==> src/irask_pkg.sv <==
// package: register map, field layout and reset values of the ir ask modulator
package irask_pkg;
  localparam int unsigned TMR_W = 16;
  // register byte offsets
  localparam logic [7:0] ctrl_off        = 8'h00;
  localparam logic [7:0] car_period_off  = 8'h04;
  localparam logic [7:0] car_duty_off    = 8'h08;
  localparam logic [7:0] env_period_off  = 8'h0c;
  localparam logic [7:0] env_duty_off    = 8'h10;
  localparam logic [7:0] status_off      = 8'h14;
  // control field positions
  localparam int unsigned ctrl_en_bit      = 0;
  localparam int unsigned ctrl_src_lsb     = 1;
  localparam int unsigned ctrl_cascade_bit = 3;
  localparam int unsigned ctrl_swbit_bit   = 4;
  // reset values
  localparam logic [31:0]    ctrl_rst   = 32'h0000_0000;
  localparam logic [TMR_W-1:0] period_rst = 16'h0000;
  localparam logic [TMR_W-1:0] duty_rst   = 16'h0000;
  // axi responses
  localparam logic [1:0] resp_okay   = 2'b00;
  localparam logic [1:0] resp_slverr = 2'b10;
  // envelope source selection
  typedef enum logic [1:0] {
    irask_src_timer,
    irask_src_serial,
    irask_src_soft
  } irask_src_t;
  // compare pair carried together
  typedef struct packed {
    logic [TMR_W-1:0] period;
    logic [TMR_W-1:0] duty;
  } irask_cmp_t;
endpackage : irask_pkg

==> src/irask_top.sv <==
// file: ir ask modulator with two compare timers and axi4-lite registers
//
// Summary of operation
// envelope high passes carrier to output; envelope low forces output low.
// envelope chosen from envelope timer, serial port zero transmit, or software bit.
// envelope timer may count carrier periods instead of system clocks.
// modulated output is AND of carrier and envelope compare outputs.
// software programs carrier compares once for a 38 kHz carrier.
// software reloads envelope compares per bit to encode pulse and space.
// new envelope compares apply only at the next envelope period boundary.
//
// The AXI4-Lite register port and the address map were chosen for this implementation.
`timescale 1ns/1ps
module irask_top #(
  parameter int unsigned TMR_W = irask_pkg::TMR_W
) (
  input  wire logic        aclk,
  input  wire logic        aresetn,
  input  wire logic [7:0]  s_axi_awaddr,
  input  wire logic        s_axi_awvalid,
  output logic             s_axi_awready,
  input  wire logic [31:0] s_axi_wdata,
  input  wire logic [3:0]  s_axi_wstrb,
  input  wire logic        s_axi_wvalid,
  output logic             s_axi_wready,
  output logic [1:0]       s_axi_bresp,
  output logic             s_axi_bvalid,
  input  wire logic        s_axi_bready,
  input  wire logic [7:0]  s_axi_araddr,
  input  wire logic        s_axi_arvalid,
  output logic             s_axi_arready,
  output logic [31:0]      s_axi_rdata,
  output logic [1:0]       s_axi_rresp,
  output logic             s_axi_rvalid,
  input  wire logic        s_axi_rready,
  input  wire logic        serial_tx_in,
  output logic             ir_mod_out
);
  // register state
  logic [31:0]          ctrl_r;
  irask_pkg::irask_cmp_t car_r;
  irask_pkg::irask_cmp_t env_r;
  irask_pkg::irask_cmp_t env_act_r;
  logic [TMR_W-1:0]     car_cnt_r;
  logic [TMR_W-1:0]     env_cnt_r;
  logic                 car_out_r;
  logic                 env_out_r;
  logic                 car_tick_r;
  logic                 env_pend_r;
  logic                 ser_s1_r;
  logic                 ser_s2_r;
  logic                 aw_hold_r;
  logic                 w_hold_r;
  logic [7:0]           aw_addr_r;
  logic [31:0]          w_data_r;
  logic [3:0]           w_strb_r;
  logic                 enable;
  logic                 cascade;
  irask_pkg::irask_src_t src;
  logic                 envelope;
  logic                 env_step;
  logic                 env_wrap;
  logic                 do_write;

  assign enable  = ctrl_r[irask_pkg::ctrl_en_bit];
  assign cascade = ctrl_r[irask_pkg::ctrl_cascade_bit];
  assign src     = irask_pkg::irask_src_t'(ctrl_r[irask_pkg::ctrl_src_lsb +: 2]);

  // two-stage sync of serial transmit line
  always_ff @(posedge aclk) begin
    if (!aresetn) begin
      ser_s1_r <= 1'b1;
      ser_s2_r <= 1'b1;
    end else begin
      ser_s1_r <= serial_tx_in;
      ser_s2_r <= ser_s1_r;
    end
  end

  // axi write channel capture, address and data in either order
  assign do_write = aw_hold_r && w_hold_r && !s_axi_bvalid;
  always_ff @(posedge aclk) begin
    if (!aresetn) begin
      aw_hold_r     <= 1'b0;
      w_hold_r      <= 1'b0;
      aw_addr_r     <= 8'h00;
      w_data_r      <= 32'h0000_0000;
      w_strb_r      <= 4'h0;
      s_axi_awready <= 1'b0;
      s_axi_wready  <= 1'b0;
      s_axi_bvalid  <= 1'b0;
      s_axi_bresp   <= irask_pkg::resp_okay;
    end else begin
      s_axi_awready <= !aw_hold_r && !s_axi_awready && s_axi_awvalid;
      s_axi_wready  <= !w_hold_r && !s_axi_wready && s_axi_wvalid;
      if (s_axi_awvalid && s_axi_awready) begin
        aw_hold_r <= 1'b1;
        aw_addr_r <= s_axi_awaddr;
      end
      if (s_axi_wvalid && s_axi_wready) begin
        w_hold_r <= 1'b1;
        w_data_r <= s_axi_wdata;
        w_strb_r <= s_axi_wstrb;
      end
      if (do_write) begin
        aw_hold_r    <= 1'b0;
        w_hold_r     <= 1'b0;
        s_axi_bvalid <= 1'b1;
        if (aw_addr_r == irask_pkg::ctrl_off || aw_addr_r == irask_pkg::car_period_off ||
            aw_addr_r == irask_pkg::car_duty_off || aw_addr_r == irask_pkg::env_period_off ||
            aw_addr_r == irask_pkg::env_duty_off || aw_addr_r == irask_pkg::status_off) begin
          s_axi_bresp <= irask_pkg::resp_okay;
        end else begin
          s_axi_bresp <= irask_pkg::resp_slverr;
        end
      end else if (s_axi_bvalid && s_axi_bready) begin
        s_axi_bvalid <= 1'b0;
      end
    end
  end

  // byte-lane merge into writable registers
  function automatic logic [31:0] merge(input logic [31:0] old, input logic [31:0] nw, input logic [3:0] st);
    logic [31:0] res;
    res = old;
    for (int i = 0; i < 4; i++) begin
      if (st[i]) begin
        res[8*i +: 8] = nw[8*i +: 8];
      end
    end
    return res;
  endfunction : merge

  // control, carrier compare and shadow envelope compare registers
  always_ff @(posedge aclk) begin
    if (!aresetn) begin
      ctrl_r     <= irask_pkg::ctrl_rst;
      car_r      <= '{period: irask_pkg::period_rst, duty: irask_pkg::duty_rst};
      env_r      <= '{period: irask_pkg::period_rst, duty: irask_pkg::duty_rst};
      env_pend_r <= 1'b0;
    end else begin
      if (env_wrap) begin
        env_pend_r <= 1'b0;
      end
      if (do_write) begin
        if (aw_addr_r == irask_pkg::ctrl_off) begin
          ctrl_r <= merge(ctrl_r, w_data_r, w_strb_r) & 32'h0000_001f;
        end else if (aw_addr_r == irask_pkg::car_period_off) begin
          car_r.period <= TMR_W'(merge(32'(car_r.period), w_data_r, w_strb_r));
        end else if (aw_addr_r == irask_pkg::car_duty_off) begin
          car_r.duty <= TMR_W'(merge(32'(car_r.duty), w_data_r, w_strb_r));
        end else if (aw_addr_r == irask_pkg::env_period_off) begin
          env_r.period <= TMR_W'(merge(32'(env_r.period), w_data_r, w_strb_r));
          env_pend_r   <= 1'b1;
        end else if (aw_addr_r == irask_pkg::env_duty_off) begin
          env_r.duty <= TMR_W'(merge(32'(env_r.duty), w_data_r, w_strb_r));
          env_pend_r <= 1'b1;
        end
      end
    end
  end

  // axi read channel
  always_ff @(posedge aclk) begin
    if (!aresetn) begin
      s_axi_arready <= 1'b0;
      s_axi_rvalid  <= 1'b0;
      s_axi_rdata   <= 32'h0000_0000;
      s_axi_rresp   <= irask_pkg::resp_okay;
    end else begin
      s_axi_arready <= !s_axi_arready && !s_axi_rvalid && s_axi_arvalid;
      if (s_axi_arvalid && s_axi_arready) begin
        s_axi_rvalid <= 1'b1;
        s_axi_rresp  <= irask_pkg::resp_okay;
        if (s_axi_araddr == irask_pkg::ctrl_off) begin
          s_axi_rdata <= ctrl_r;
        end else if (s_axi_araddr == irask_pkg::car_period_off) begin
          s_axi_rdata <= 32'(car_r.period);
        end else if (s_axi_araddr == irask_pkg::car_duty_off) begin
          s_axi_rdata <= 32'(car_r.duty);
        end else if (s_axi_araddr == irask_pkg::env_period_off) begin
          s_axi_rdata <= 32'(env_r.period);
        end else if (s_axi_araddr == irask_pkg::env_duty_off) begin
          s_axi_rdata <= 32'(env_r.duty);
        end else if (s_axi_araddr == irask_pkg::status_off) begin
          s_axi_rdata <= {27'h0, env_pend_r, envelope, env_out_r, car_out_r, ir_mod_out};
        end else begin
          s_axi_rdata <= 32'h0000_0000;
          s_axi_rresp <= irask_pkg::resp_slverr;
        end
      end else if (s_axi_rvalid && s_axi_rready) begin
        s_axi_rvalid <= 1'b0;
      end
    end
  end

  // carrier timer: up mode, high while count below duty
  always_ff @(posedge aclk) begin
    if (!aresetn || !enable) begin
      car_cnt_r  <= '0;
      car_out_r  <= 1'b0;
      car_tick_r <= 1'b0;
    end else begin
      car_tick_r <= (car_cnt_r >= car_r.period);
      car_cnt_r  <= (car_cnt_r >= car_r.period) ? '0 : car_cnt_r + 1'b1;
      car_out_r  <= (car_cnt_r >= car_r.period) ? (car_r.duty != '0) : (car_cnt_r + 1'b1 < car_r.duty);
    end
  end

  // envelope timer, clocked by carrier periods when cascaded
  assign env_step = cascade ? car_tick_r : 1'b1;
  assign env_wrap = enable && env_step && (env_cnt_r >= env_act_r.period);
  always_ff @(posedge aclk) begin
    if (!aresetn || !enable) begin
      env_cnt_r <= '0;
      env_out_r <= 1'b0;
      env_act_r <= '{period: irask_pkg::period_rst, duty: irask_pkg::duty_rst};
    end else if (env_step) begin
      if (env_wrap) begin
        env_cnt_r <= '0;
        env_act_r <= env_r;
        env_out_r <= (env_r.duty != '0);
      end else begin
        env_cnt_r <= env_cnt_r + 1'b1;
        env_out_r <= (env_cnt_r + 1'b1 < env_act_r.duty);
      end
    end
  end

  // envelope source select
  always_comb begin
    case (src)
      irask_pkg::irask_src_timer:  envelope = env_out_r;
      irask_pkg::irask_src_serial: envelope = ser_s2_r;
      irask_pkg::irask_src_soft:   envelope = ctrl_r[irask_pkg::ctrl_swbit_bit];
      default:                     envelope = 1'b0;
    endcase
  end

  // gated output: carrier when envelope high, low otherwise
  always_ff @(posedge aclk) begin
    if (!aresetn) begin
      ir_mod_out <= 1'b0;
    end else begin
      ir_mod_out <= enable && car_out_r && envelope;
    end
  end
endmodule : irask_top

==> config.mk <==
export PLATFORM = sky130hd
export DESIGN_NAME = irask_top
export DESIGN_NICKNAME = d
export VERILOG_FILES = /design/src/irask_pkg.sv /design/src/irask_top.sv
export SDC_FILE = /design/constraint.sdc
export NUM_CORES = 1
export LEC_CHECK = 0
export BUFFER_PORTS_ARGS = -buffer_cell sky130_fd_sc_hd__buf_2
export CELL_PAD_IN_SITES_DETAIL_PLACEMENT = 1
export CELL_PAD_IN_SITES_GLOBAL_PLACEMENT = 2
export CORE_UTILIZATION = 35
export DETAILED_ROUTE_END_ITERATION = 16
export PLACE_DENSITY = 0.75
export SYNTH_ARGS = -nofsm -noshare
export SYNTH_HDL_FRONTEND = slang
export SYNTH_SLANG_ARGS = --single-unit
export TNS_END_PERCENT = 50
==> constraint.sdc <==
create_clock -name aclk -period 3.2 [get_ports aclk]
set_input_delay 0.64 -clock aclk [delete_from_list [all_inputs] [get_ports aclk]]
set_output_delay 0.64 -clock aclk [all_outputs]
set_load 0.01 [all_outputs]
# ---- After elaboration in Yosys (flattened, before gate mapping)
# Cells that the tools add are included.
dict set report classes {
  order_cmp 4
  reduce_logical 51
  n_eq_ne 12
  bitwise_logic 5
  n_addsub 2
  mux 29
}
# cell n
set op_table {}
lappend op_table {{2-to-1 mux 16 bit} 6}
lappend op_table {{adder 16 x 1 -> 16 bit (second input constant)} 2}
lappend op_table {{equality test 8 x 4 -> 1 bit (second input constant)} 4}
lappend op_table {{equality test 8 x 5 -> 1 bit (second input constant)} 4}
lappend op_table {{>= comparator 16 bit} 2}
lappend op_table {{< comparator 16 bit} 2}
lappend op_table {{nonzero test 16 bit} 2}
lappend op_table {{logical AND 1 bit} 17}
lappend op_table {{equality test 8 x 3 -> 1 bit (second input constant)} 2}
lappend op_table {{zero test 8 bit} 2}
lappend op_table {{2-to-1 mux 1 bit} 14}
lappend op_table {{2-to-1 mux 2 bit} 7}
lappend op_table {{AND reduction 7 bit} 2}
lappend op_table {{AND reduction 6 bit} 2}
lappend op_table {{AND reduction 5 bit} 2}
lappend op_table {{zero test 1 bit} 9}
lappend op_table {{AND reduction 4 bit} 2}
lappend op_table {{logical OR 1 bit} 6}
lappend op_table {{2-to-1 mux 5 bit} 1}
lappend op_table {{NOT 1 bit} 5}
lappend op_table {{nonzero test 2 bit} 2}
lappend op_table {{OR reduction 2 bit} 2}
lappend op_table {{case mux 1 bit (3 select lines)} 1}
lappend op_table {{AND reduction 3 bit} 1}
lappend op_table {{other kinds (4)} 4}
dict set report totals {
  regBits 209
  in_bits 60
  word_cells 136
}

# ---- Longest topological paths before layout
# Gate-level depths: netlist (run 1).
dict set report depth {
  depth_word 10
  ltp_mapped 12
}

# ---- Worst setup path before layout (run 1)
# Ideal clock, no wire load.
dict set report synth_path {
  kind {register to register}
  from {register env_cnt_r[0]}
  to {register env_out_r}
  period_less_slack_ps 2575
  setup_slack_ps 625
  t_required_ps 3122
  setup_time_ps 78
  stages_incl_launch_ff 12
  n_path_buf 1
  arrival_time_ps 2498
  cell_sequence {dfxtp_1 -> ha_1 -> and3_2 -> clkbuf_1 -> xnor2_1 -> ha_1 -> a21o_1 -> a2111oi_0 -> o21ai_0 -> a211oi_1 -> nor4_1 -> nor3_1}
}
dict set report synth_via {
  elab_chain_len 3
  word_cells_on_any_way 5
  classes_between {add/sub (1); order compare (2); mux (1); reduce/logical (1)}
}
# item line_no
set synth_rtl {}
lappend synth_rtl {{from (decl)} irask_top.sv:45} ;# logic [TMR_W-1:0] env_cnt_r;
lappend synth_rtl {{from (signal assigned)} irask_top.sv:224} ;# env_cnt_r <= env_cnt_r + 1'b1;
lappend synth_rtl {{adder 16 x 1 -> 16 bit or >= comparator 16 bit (tied branches)} {irask_top.sv:225, irask_top.sv:212}}
lappend synth_rtl {{< comparator 16 bit or logical AND 1 bit (tied branches)} {irask_top.sv:225, irask_top.sv:212}}
lappend synth_rtl {{2-to-1 mux 1 bit (*)} irask_top.sv:219} ;# if (env_wrap) begin
lappend synth_rtl {{to (signal assigned)} irask_top.sv:222} ;# env_out_r <= (env_r.duty != '0);
lappend synth_rtl {{to (signal assigned)} irask_top.sv:225} ;# env_out_r <= (env_cnt_r + 1'b1 < env_act_r.duty);
lappend synth_rtl {{to (decl)} irask_top.sv:47} ;# logic env_out_r;
# Every way passes the cells marked *; elsewhere a longest branch is shown, timed or not.
# A chain may end at the register's enable or synchronous reset.

# ---- Worst setup path in the final report (run 1)
dict set report layout_path {
  from {register env_cnt_r[1]}
  to {register env_out_r}
}
# The elaborated chain is that of the path after synthesis.

==> summary.md, run 1 <==
| Metric | Value |
|---|---|
| Clk_skew | 0.0162 ns |
| Peak supply drop | 0.246 mV |
| Initial Util | 36.1% |
| Drc violations | 0 |
| Die Height | 169 um |
| Vias in the first global route | 8472 |
| Clk buf depth | 2 |
| Vias per cell | 5.32 |
| Wire per inst | 19.4 um |
| RSZ-0062 raised after global routing | false |
| Logic pwr share | 4.0% |
| Most common cell in the synthesized netlist | dfxtp_1 |
| CTS tree | yes |
| # fillers | 3295 |
| Power per cell area | 436 nW/um^2 |
| Crit path kind | register to register |
| Finished Core Util | 40.8% |
| Dominant cell type by area after synthesis | dfxtp_1 |
| Post-synthesis average cell area | 8.49 um^2 |
| Register bit total from synthesis | 191 |
| Depth of the worst register-to-register path | 10 |
| Core Area | 27200 um^2 |
| Top-area cell type share of the netlist area | 39.0% |
| Area contributors post-synth | dfxtp_1, ha_1, mux2i_1 |
| Routed Antenna Nets | 0 |
| Synth warn | 0 |
| Slew headroom | 50.8% |
| Largest net degree at the start of global routing | 55 |
| R2r setup slk | 0.25 ns |
| Nets@finish | 1324 |
| Slew @ Worst Pin | 0.738 ns |
| Worst EP required | 3.56 ns |
| HP Start | serial_tx_in |
| Layout cells sized above 1 | 11.8% |
| Fin cells | 1585 |
| PortBufs | 65 |
| Final GP Congestion | 0.816 |
| GRT overflow | 0 |
| Placed Cells | 1553 |
| Final wirelength | 30700 um |
| Type of origin of the critical path | register |
| N_diodes | 0 |
| Worst flop-to-flop path startpoint | env_cnt_r[1] |
| Synth Flop Type | dfxtp_1 |
| Initial antenna violation count | 0 |
| Final hold violations | 0 |
| Worst-path fanout max | 7 |
| Total negative slack | 0 ns |
| Wire length of the first global-routing pass | 48100 um |
| Post-synth EDFFs | 0 |
| Row count | 60 |
| GRT Overall Usage | 21.9% |
| Inserted Clock Buffers | 17 |
| Synthesized area | 9800 um^2 |
| Clk pin slew, worst setup/hold paths | 0.08 ns |
| Drt first pass iters | 4 |
| Cells after synthesis | 1154 |
| Ys async rst share | 0% |
| Seq/Total Area, Yosys | 39.0% |
| Die X | 169 um |
| Final slew viol count | 0 |
| Part of the power in the clock network | 45.7% |
| Setup-failing EPs final | 0 |
| Die Area | 28700 um^2 |
| Leakage power | 4.39 nW |
| Via count | 8434 |
| Net Sw Frac | 25.7% |
| Synth cell count leaders | dfxtp_1, nand2_1, a21oi_1, nand3_1, nor2_1 |
| Worst-skew pair later-pin latency | 0.45 ns |
| Status | finished, final reports clean |
| Net Sw Power | 1.24 mW |
| Max Clock Freq | 339 MHz |
| Final period utilization | 92.3% |
| I/O pin count | 102 |
| Hpwl dp | 23300 um |
| Area growth from synthesis to layout | 13.0% |
| Power Internal | 3.59 mW |
| HP Class | input pin to register |
| First DRT Iteration DRCs | 408 |
| Clk sink count | 191 |
| Worst hold path cell count | 2 |
| Reg2Reg Capture Point | env_out_r |
| Crit path DAT | 3.31 ns |
| Crit. End Element | register |
| H-tree Lvls | 4 |
| Post-synth cell types | 69 |
| CTS root buffer | clkbuf_16 |
| Max Cap Viol | 0 |
| Hold endpoint | ser_s1_r |
| Final Critical Period | 2.95 ns |
| Sequential power share | 50.3% |
worst max-delay path, stage by stage (launching register included):
cell	delay (ns)
dfxtp_1	0.44
ha_1	0.26
and3_2	0.31
xnor2_1	0.17
ha_1	0.28
a21o_1	0.18
a2111oi_0	0.37
o21ai_0	0.19
a211oi_1	0.35
nor4_1	0.11
nor3_1	0.22
kinds of logic (layout without fill, tap and decap cells):
logic type | count (synthesis) | in the layout | share of synthesized area (%)
flip-flops | 191 | 191 | 39.0
AO/OA/AOI/OAI | 267 | 267 | 17.3
buffers and inverters | 151 | 193 | 6.87
multiplexers | 57 | 57 | 5.82
AND/OR/NAND/NOR | 395 | 395 | 20.3
other | 1 | 18 | 0.0383
adder cells (fa/ha/maj) | 64 | 64 | 8.17
XOR/XNOR | 28 | 28 | 2.50
layer usage:
metal	wire length, um	global-route usage [%]	vias up
met4	335	5.60	0
met5	0	0	-
li1	-	-	4136
met1	15000	29.9	4119
met3	1110	3.17	23
met2	14300	36.2	156
layout make-up:
cell class / instances / area, um^2 / area share, %
Tap cell: 372 / 465 / 4.20
Inverter: 69 / 259 / 2.34
Timing Repair Buffer: 92 / 541 / 4.88
Sequential cell: 191 / 3820 / 34.5
Multi-Input combinational cell: 829 / 5390 / 48.7
Clock inverter: 15 / 170 / 1.54
Clock buffer: 17 / 425 / 3.84
registers in the layout, indices dropped and copies added, names as in the netlist, 2 cells and up:
signal and count:
aw_addr_r 8, car_cnt_r 16, car_r 32, ctrl_r 5, env_act_r 32, env_cnt_r 16
env_r 32, s_axi_rdata 16, w_data_r 16, w_strb_r 2
worst max-delay path by stage:
stage,start,end,slack (ns),cells after the start
global placement,car_cnt_r[2],car_out_r,0.33,11
floorplan,env_cnt_r[0],env_out_r,0.62,11
global route,env_cnt_r[1],env_out_r,0.009,10
finish,env_cnt_r[1],env_out_r,0.25,10
detailed placement,car_cnt_r[2],car_out_r,0.21,11
CTS,env_cnt_r[0],env_out_r,0.16,10
power groups by stage:
stage                     combinational, mW  sequential [mW]  clock, mW
after floorplan                       0.125             2.48          0
after global placement                0.190             2.49          0
after detailed placement              0.191             2.49          0
after CTS                             0.192             2.43       2.25
after global routing                  0.211             2.44       2.34
final                                 0.191             2.43       2.21
repair_timing:
| action | 4_1_cts | 5_1_grt |
|---|---|---|
| resized for setup | 0 | 3 |
| hold buffers | 0 | 0 |
| setup endpoints to repair | 0 | 2 |
| setup buffers | 0 | 0 |
layout by cell type (no fill, tap or decap), types with 5 or more instances in the layout:
| cell | Yosys | final |
|---|---|---|
| nor3_1 | 19 | 19 |
| nand2_1 | 108 | 108 |
| a211o_1 | 5 | 5 |
| mux2i_1 | 57 | 57 |
| a21oi_1 | 99 | 99 |
| nand4_1 | 15 | 15 |
| clkbuf_16 | 0 | 17 |
| a22o_1 | 6 | 6 |
| inv_8 | 0 | 6 |
| a21boi_0 | 8 | 8 |
| a21o_1 | 16 | 16 |
| and3_1 | 11 | 11 |
| nand3_1 | 72 | 71 |
| o31ai_1 | 5 | 5 |
| inv_1 | 68 | 68 |
| nor2b_1 | 43 | 42 |
| nor4_1 | 12 | 12 |
| a211oi_1 | 12 | 12 |
| nand2b_1 | 7 | 7 |
| buf_2 | 9 | 65 |
| o211ai_1 | 5 | 5 |
| dfxtp_1 | 191 | 190 |
| ha_1 | 64 | 64 |
| o21ai_1 | 6 | 6 |
| xor2_1 | 11 | 11 |
| o21ai_0 | 50 | 50 |
| a22oi_1 | 11 | 11 |
| xnor2_1 | 17 | 17 |
| a221oi_1 | 10 | 10 |
| buf_4 | 19 | 26 |
| conb_1 | 1 | 18 |
| nor2_1 | 71 | 71 |
| and2_1 | 6 | 6 |
metrics by stage:
step / setup WS [ns] / area, um^2 / hold WS, ns / power (mW)
6_report: 0.246 / 11100 / 0.383 / 4.83
3_5_place_dp: 0.214 / 10500 / 0.403 / 2.68
5_1_grt: 0.00914 / 11100 / 0.384 / 4.99
2_1_floorplan: 0.625 / 9870 / 0.386 / 2.60
4_1_cts: 0.162 / 11100 / 0.370 / 4.87
3_3_place_gp: 0.328 / 10500 / 0.399 / 2.68
Note: power is estimated with default switching activity, not from simulation.
==> inputs of run 2 (changes only) <==
CAP_MARGIN = 5   (was default)
GPL_TIMING_DRIVEN = 0   (was default)
clock period = 3.1 ns   (was 3.2 ns; I/O delays follow)
==> run 2 against run 1 <==
Effect of this change:
- combinational power up 20%
- clock-buffer cell count grew 1
- critical path type unchanged
- highest routed layer unchanged
- cell count is 3.5% higher
- flip-flop and latch count unchanged
- utilization increased by 0.81 points
- critical endpoint is now car_out_r
- register-to-register slack got worse by 0.14 ns
- setup slack worse by 0.14 ns
==> summary.md, run 2 (same netlist as run 1, synthesis figures left out) <==
| Metric | Value |
|---|---|
| Reg2Reg Capture Point | car_out_r |
| CP startpoint | car_cnt_r[3] |
| Area growth from synthesis to layout | 15.2% |
| H-tree Lvls | 4 (unchanged) |
| Hold endpoint | ser_s1_r |
| CTS root buffer | clkbuf_16 |
| Final wirelength | 33500 um (+9.2%) |
| Slew headroom | 18.8% (-32 points) |
| Final Total Pwr | 5.00 mW (+3.5%) |
| Row count | 60 (unchanged) |
| Initial antenna violation count | 0 (unchanged) |
| Setup-failing EPs final | 0 (unchanged) |
| GRT Overall Usage | 24.1% (+2.1 points) |
| First DRT Iteration DRCs | 487 (+19%) |
| Layout cells sized above 1 | 12.3% (+0.50 points) |
| Leakage power | 4.47 nW (+1.8%) |
| Max Cap Viol | 0 (unchanged) |
| Nets@finish | 1380 (+4.2%) |
| Worst hold path cell count | 2 (unchanged) |
| Crit. End Element | register |
| Worst-skew pair later-pin latency | 0.47 ns (+0.02 ns) |
| Core Area | 27200 um^2 (unchanged) |
| PortBufs | 63 (-3.1%) |
| Power per cell area | 442 nW/um^2 (+1.5%) |
| Max Clock Freq | 334 MHz (-1.3%) |
| Crit path kind | register to register |
| Biggest regs | car_r: 32 flops, env_act_r: 32 flops, env_r: 32 flops |
| R2r setup slk | 0.11 ns (-0.14 ns) |
| RSZ-0062 raised after global routing | true |
| Hpwl dp | 26100 um (+12%) |
| Clk sink count | 191 (unchanged) |
| Wire length of the first global-routing pass | 51500 um (+7.1%) |
| Worst flop-to-flop path startpoint | car_cnt_r[3] |
| Peak supply drop | 0.402 mV (+63%) |
| Vias in the first global route | 8685 (+2.5%) |
| Most frequent cells in the layout | dfxtp_1, nand2_1, a21oi_1, nand3_1, buf_2 |
| CTS tree | yes |
| Die Area | 28700 um^2 (unchanged) |
| Final Critical Period | 2.99 ns (+0.0397 ns) |
| Via count | 8663 (+2.7%) |
| Die Height | 169 um (unchanged) |
| Depth of the worst register-to-register path | 12 (+2) |
| Total area of sequential cells | 3830 um^2 (+0.13%) |
| Final slew viol count | 0 (unchanged) |
| Die X | 169 um (unchanged) |
| N_diodes | 0 (unchanged) |
| Largest net degree at the start of global routing | 20 (-64%) |
| # fillers | 3345 (+1.5%) |
| Final GP Congestion | 0.871 (+6.8%) |
| GRT overflow | 0 (unchanged) |
| Final hold violations | 0 (unchanged) |
| Clk buf depth | 2 (unchanged) |
| HP Class | input pin to register |
| Type of origin of the critical path | register |
| HP Start | serial_tx_in |
| Hold_buf cts | 0 (unchanged) |
| Most common cell after layout, fill and taps aside | dfxtp_1 |
| Drt first pass iters | 4 (unchanged) |
| Vias per cell | 5.28 (-0.79%) |
| Drc violations | 0 (unchanged) |
| Routed Antenna Nets | 0 (unchanged) |
| Clk pin slew, worst setup/hold paths | 0.09 ns (about the same) |
| Worst EP required | 3.44 ns (-0.12 ns) |
| Initial Util | 36.1% (unchanged) |
| I/O pin count | 102 (unchanged) |
| Final period utilization | 96.6% (+4.3 points) |
| Footprint of the multi-input gates | 5400 um^2 (+0.21%) |
| Hold WS | 0.338 ns (-0.0449 ns) |
| Inserted Clock Buffers | 17 (unchanged) |
| Slew @ Worst Pin | 1.21 ns (+0.477 ns) |
| Worst-path fanout max | 4 (-3) |
| Status | finished, final reports clean |
| Crit path DAT | 3.33 ns (+0.02 ns) |
| Clk_skew | 0.0228 ns (+0.00662 ns) |
| Wire per inst | 20.4 um (+5.4%) |
==> run 2: cell types whose count changed in the layout (fill, tap and decap cells not counted), moves of 3 or more <==
cell,change
clkbuf_1,+46
dfxtp_1,-4
buf_4,-3
dfxtp_2,+4
buf_1,+3
buf_2,+7
==> run 2: how the worst max path moves through the flow <==
stage          depth (start not counted)  slack (ns)       endpoint
3_3_place_gp                           9       -0.19  car_cnt_r[11]
4_1_cts                               11       0.009      env_out_r
2_1_floorplan                         11        0.52      env_out_r
6_report                              12        0.11      car_out_r
3_5_place_dp                           9       -0.22  car_cnt_r[14]
5_1_grt                               12       -0.05      car_out_r
==> run 2: layer usage <==
metal | vias up | global-route usage [%] | part of all wire, %
met3 | 25 | 3.06 | 3.1
met5 | - | 0 | 0
met2 | 170 | 38.8 | 45
met4 | 0 | 5.84 | 1.0
li1 | 4256 | - | -
met1 | 4212 | 33.9 | 51
==> run 2: worst max-delay path, cell delays in order, from the launching register on <==
cell	delay, ns
dfxtp_1	0.40
and3_1	0.22
and4_4	0.28
nand4_1	0.16
buf_4	0.19
nor2_1	0.13
xor2_1	0.23
ha_1	0.30
nand4_1	0.11
a21oi_1	0.06
a2111oi_2	0.35
o31ai_1	0.16
mux2i_1	0.27
==> run 2: report_power, final <==
group / switching [mW] / leakage (nW) / internal [mW]
logic: 0.146 / 2.64 / 0.0830
clock network: 1.16 / 0.287 / 1.10
registers: 0.0300 / 1.54 / 2.48
==> run 2: area by class of cell <==
class / count / area share (%)
multi-input combinational: 829 / 47.8
sequential: 191 / 33.9
tap: 372 / 4.12
clock buffer: 18 / 3.89
buffer: 81 / 3.64
timing repair buffer: 67 / 3.06
inverter: 69 / 2.29
clock inverter: 14 / 1.26
==> run 2: through the flow <==
stage                     instances  worst slack (ns)  setup TNS, ns  area, um^2  util (%)
after floorplan                1171             0.525              0        9870         -
after global placement         1606            -0.194          -2.11       10600      39.2
after detailed placement       1606            -0.216          -2.33       10600      39.2
after CTS                      1639           0.00884              0       11200      41.4
after global routing           1641           -0.0461        -0.0461       11300      41.6
final                          1641             0.106              0       11300      41.6
==> run 2: timing repair <==
item / in CTS / in global routing
pin swaps: 2 / 1
resized for setup: 4 / 12
setup endpoints to repair: 12 / 4
buffers inserted: 2 / 2
==> inputs of run 3 (changes only) <==
ABC_AREA = 1   (was default)
CORE_UTILIZATION = 34   (was 35)
PLACE_DENSITY = 0.78   (was 0.75)
==> run 3 against run 2 <==
Effect of this change:
- global-route usage decreased by 0.24 points
- synthesized area decreased by 0.80%
- non-clock buffer count decreased by 16
- die area increased by 2.1%
- first-iteration DRC count decreased by 17%
- critical path type unchanged
==> summary.md, run 3 <==
| Metric | Value |
|---|---|
| CTS tree | yes |
| Top Metal Used | met4 |
| Nets@finish | 1583 (+15%) |
| Initial Util | 34.8% (-1.3 points) |
| Final Critical Period | 2.81 ns (-0.187 ns) |
| Most common cell after layout, fill and taps aside | nand2_1 |
| Vias per cell | 4.93 (-6.5%) |
| Post-CTS Repair Setup Buffers | 0 (-2) |
| Hold_buf cts | 0 (unchanged) |
| Row count | 61 (+1.7%) |
| Crit path cell chain | nand3_1 -> nor2_2 -> nand2_1 -> nor2_1 -> nand3_1 -> nor3_2 -> xor2_1 -> inv_1 -> ha_1 -> nand2_1 -> nor2_1 -> a211oi_1 -> nand2_1 -> nand2_1 -> nand3_1 -> nand2_1 |
| Die X | 171 um (+1.0%) |
| CTS root buffer | clkbuf_16 |
| Layout cells sized above 1 | 11.5% (-0.81 points) |
| Top-area cell type share of the netlist area | 39.3% (+0.32 points) |
| H-tree Lvls | 4 (unchanged) |
| HP Class | input pin to register |
| Area contributors post-synth | dfxtp_1, nand2_1, ha_1 |
| Drt first pass iters | 5 (+1) |
| GRT overflow | 0 (unchanged) |
| Biggest regs | car_r: 32 flops, env_act_r: 32 flops, env_r: 32 flops |
| Final period utilization | 90.5% (-6.0 points) |
| Met2 Routed Length | 14700 um (-3.2%) |
| Crit path kind | register to register |
| Synth warn | 0 (unchanged) |
| First DRT Iteration DRCs | 404 (-17%) |
| Die Area | 29300 um^2 (+2.1%) |
| Power per cell area | 456 nW/um^2 (+3.1%) |
| Dominant cell type by area after synthesis | dfxtp_1 |
| Slowest CP cell | dfxtp_1 |
| Post-synth EDFFs | 0 (unchanged) |
| Crit path DAT | 3.19 ns (-0.14 ns) |
| Largest net degree at the start of global routing | 20 (unchanged) |
| Seq/Total Area, Yosys | 39.3% (+0.32 points) |
| Peak supply drop | 0.275 mV (-32%) |
| PostCTS Resize Cnt | 0 (-4) |
| Crit. End Element | register |
| Final slew viol count | 0 (unchanged) |
| Ys async rst share | 0% (unchanged) |
| Initial antenna violation count | 0 (unchanged) |
| RSZ-0062 raised after global routing | false |
| WL met1 | 17000 um (about the same) |
| Hpwl dp | 26400 um (+1.4%) |
| Clk pin slew, worst setup/hold paths | 0.08 ns (about the same) |
| Total negative slack | 0 ns (unchanged) |
| Via count | 9127 (+5.4%) |
| Setup-failing EPs final | 0 (unchanged) |
| Final GP Congestion | 0.889 (+2.0%) |
| CP peak stage delay | 0.44 ns (+0.04 ns) |
| CP most frequent cell | nand2_1 |
| Wire per inst | 18.1 um (-12%) |
| Worst EP required | 3.48 ns (+0.04 ns) |
| Wire length of the first global-routing pass | 51600 um (+0.24%) |
| Drc violations | 0 (unchanged) |
| # fillers | 3595 (+7.5%) |
| Slew headroom | 45.9% (+27 points) |
| I/O pin count | 102 (unchanged) |
| Die Height | 171 um (+1.0%) |
| Type of origin of the critical path | register |
| Post-synthesis average cell area | 7.16 um^2 (-16%) |
| Clk_skew | 0.0139 ns (-0.00887 ns) |
| Routed Antenna Nets | 0 (unchanged) |
| Worst-skew pair later-pin latency | 0.46 ns (about the same) |
| Synth Flop Type | dfxtp_1 |
| Status | finished, final reports clean |
| Inserted Clock Buffers | 17 (unchanged) |
| Clk sink count | 191 (unchanged) |
| Post-synth cell types | 38 (-45%) |
| Cells after synthesis | 1358 (+18%) |
| Core Area | 27900 um^2 (+2.8%) |
| Area growth from synthesis to layout | 15.4% |
| PortBufs | 65 (+3.2%) |
| GRT Overall Usage | 23.8% (-0.24 points) |
| Leakage power | 4.70 nW (+5.2%) |
| Most frequent cells in the layout | nand2_1, dfxtp_1, nor2_1, inv_1, a21oi_1 |
| Final hold violations | 0 (unchanged) |
| Register bit total from synthesis | 191 (unchanged) |
| Clk buf depth | 2 (unchanged) |
| Synth cell count leaders | nand2_1, dfxtp_1, nor2_1, inv_1, a21oi_1 |
| Max Clock Freq | 356 MHz (+6.7%) |
| Hold WS | 0.349 ns (+0.0109 ns) |
| Final wirelength | 33400 um (-0.35%) |
| Max Cap Viol | 0 (unchanged) |
| WL met3 | 1300 um (+25%) |
| N_diodes | 0 (unchanged) |
| Synthesized area | 9720 um^2 (-0.80%) |
| Worst-path fanout max | 5 (+1) |
| Slew @ Worst Pin | 0.805 ns (-0.410 ns) |
| Vias in the first global route | 9144 (+5.3%) |
| Most common cell in the synthesized netlist | nand2_1 |
-- run 3: changes by cell type after synthesis, moves of 13 or more --
cell / previous run / this run
nor2b_1: 43 / 0
o21ai_0: 50 / 116
a21oi_1: 99 / 146
xnor2_1: 17 / 4
inv_1: 68 / 171
clkbuf_1: 48 / 27
nor2_1: 71 / 185
nand2_1: 108 / 222
mux2i_1: 57 / 0
a21o_1: 16 / 2
-- run 3: layer usage --
layer	vias up	global-route usage, %
met5	-	0
met4	0	5.71
li1	4589	-
met2	178	37.9
met3	28	3.31
met1	4332	33.7
-- run 3: layout make-up --
type / instances / area, um^2 / share of cell area, %
sequential: 191 / 3820 / 34.1
inverter: 178 / 668 / 5.96
clock inverter: 15 / 199 / 1.77
timing repair buffer: 65 / 325 / 2.90
multi-input combinational: 939 / 4930 / 43.9
buffer: 67 / 374 / 3.34
tap: 378 / 473 / 4.22
clock buffer: 17 / 425 / 3.79
-- run 3: logic make-up after synthesis --
| family | count (synthesis) | share of synthesized area, % |
|---|---|---|
| buf+inv | 245 | 10.7 |
| flops | 191 | 39.3 |
| compound gates | 293 | 15.7 |
| simple gates | 542 | 24.0 |
| fa+ha+maj | 64 | 8.24 |
| other cells | 1 | 0.0386 |
| xor+xnor | 22 | 1.98 |
-- run 3: where the power goes --
| group | switching, mW | leakage, nW | internal [mW] | total, mW |
|---|---|---|---|---|
| Sequential | 0.0384 | 1.54 | 2.48 | 2.52 |
| Clock | 1.13 | 0.302 | 1.23 | 2.37 |
| Combinational | 0.152 | 2.86 | 0.0828 | 0.234 |
| Total | 1.32 | 4.70 | 3.80 | 5.12 |
-- run 3: worst paths after layout --
check | endpoint | depth (start not counted) | slack [ns] | startpoint
worst max-delay path | car_out_r | 16 | 0.29 | car_cnt_r[2]
worst min-delay path | ser_s1_r | 2 | 0.35 | serial_tx_in
worst max register to register | car_out_r | 16 | 0.29 | car_cnt_r[2]
worst min register to register | ser_s2_r | 1 | 0.42 | ser_s1_r
-- run 3: metrics by stage --
stage / worst slack, ns / total power, mW / instances / util [%] / area, um^2
after global placement: 0.262 / 2.81 / 1818 / 37.9 / 10600
after global routing: 0.0250 / 5.29 / 1850 / 40.2 / 11200
after CTS: 0.259 / 5.16 / 1850 / 40.1 / 11200
final: 0.293 / 5.12 / 1850 / 40.2 / 11200
after floorplan: 0.862 / 2.70 / 1375 / - / 9790
after detailed placement: 0.275 / 2.81 / 1818 / 37.9 / 10600
-- run 3: worst max-delay path: cells and delay by family (launching register included) --
family,cells,cell delay (ns)
compound gates,1,0.17
flops,1,0.44
buf+inv,1,0.07
xor+xnor,1,0.21
simple gates,12,1.55
fa+ha+maj,1,0.29
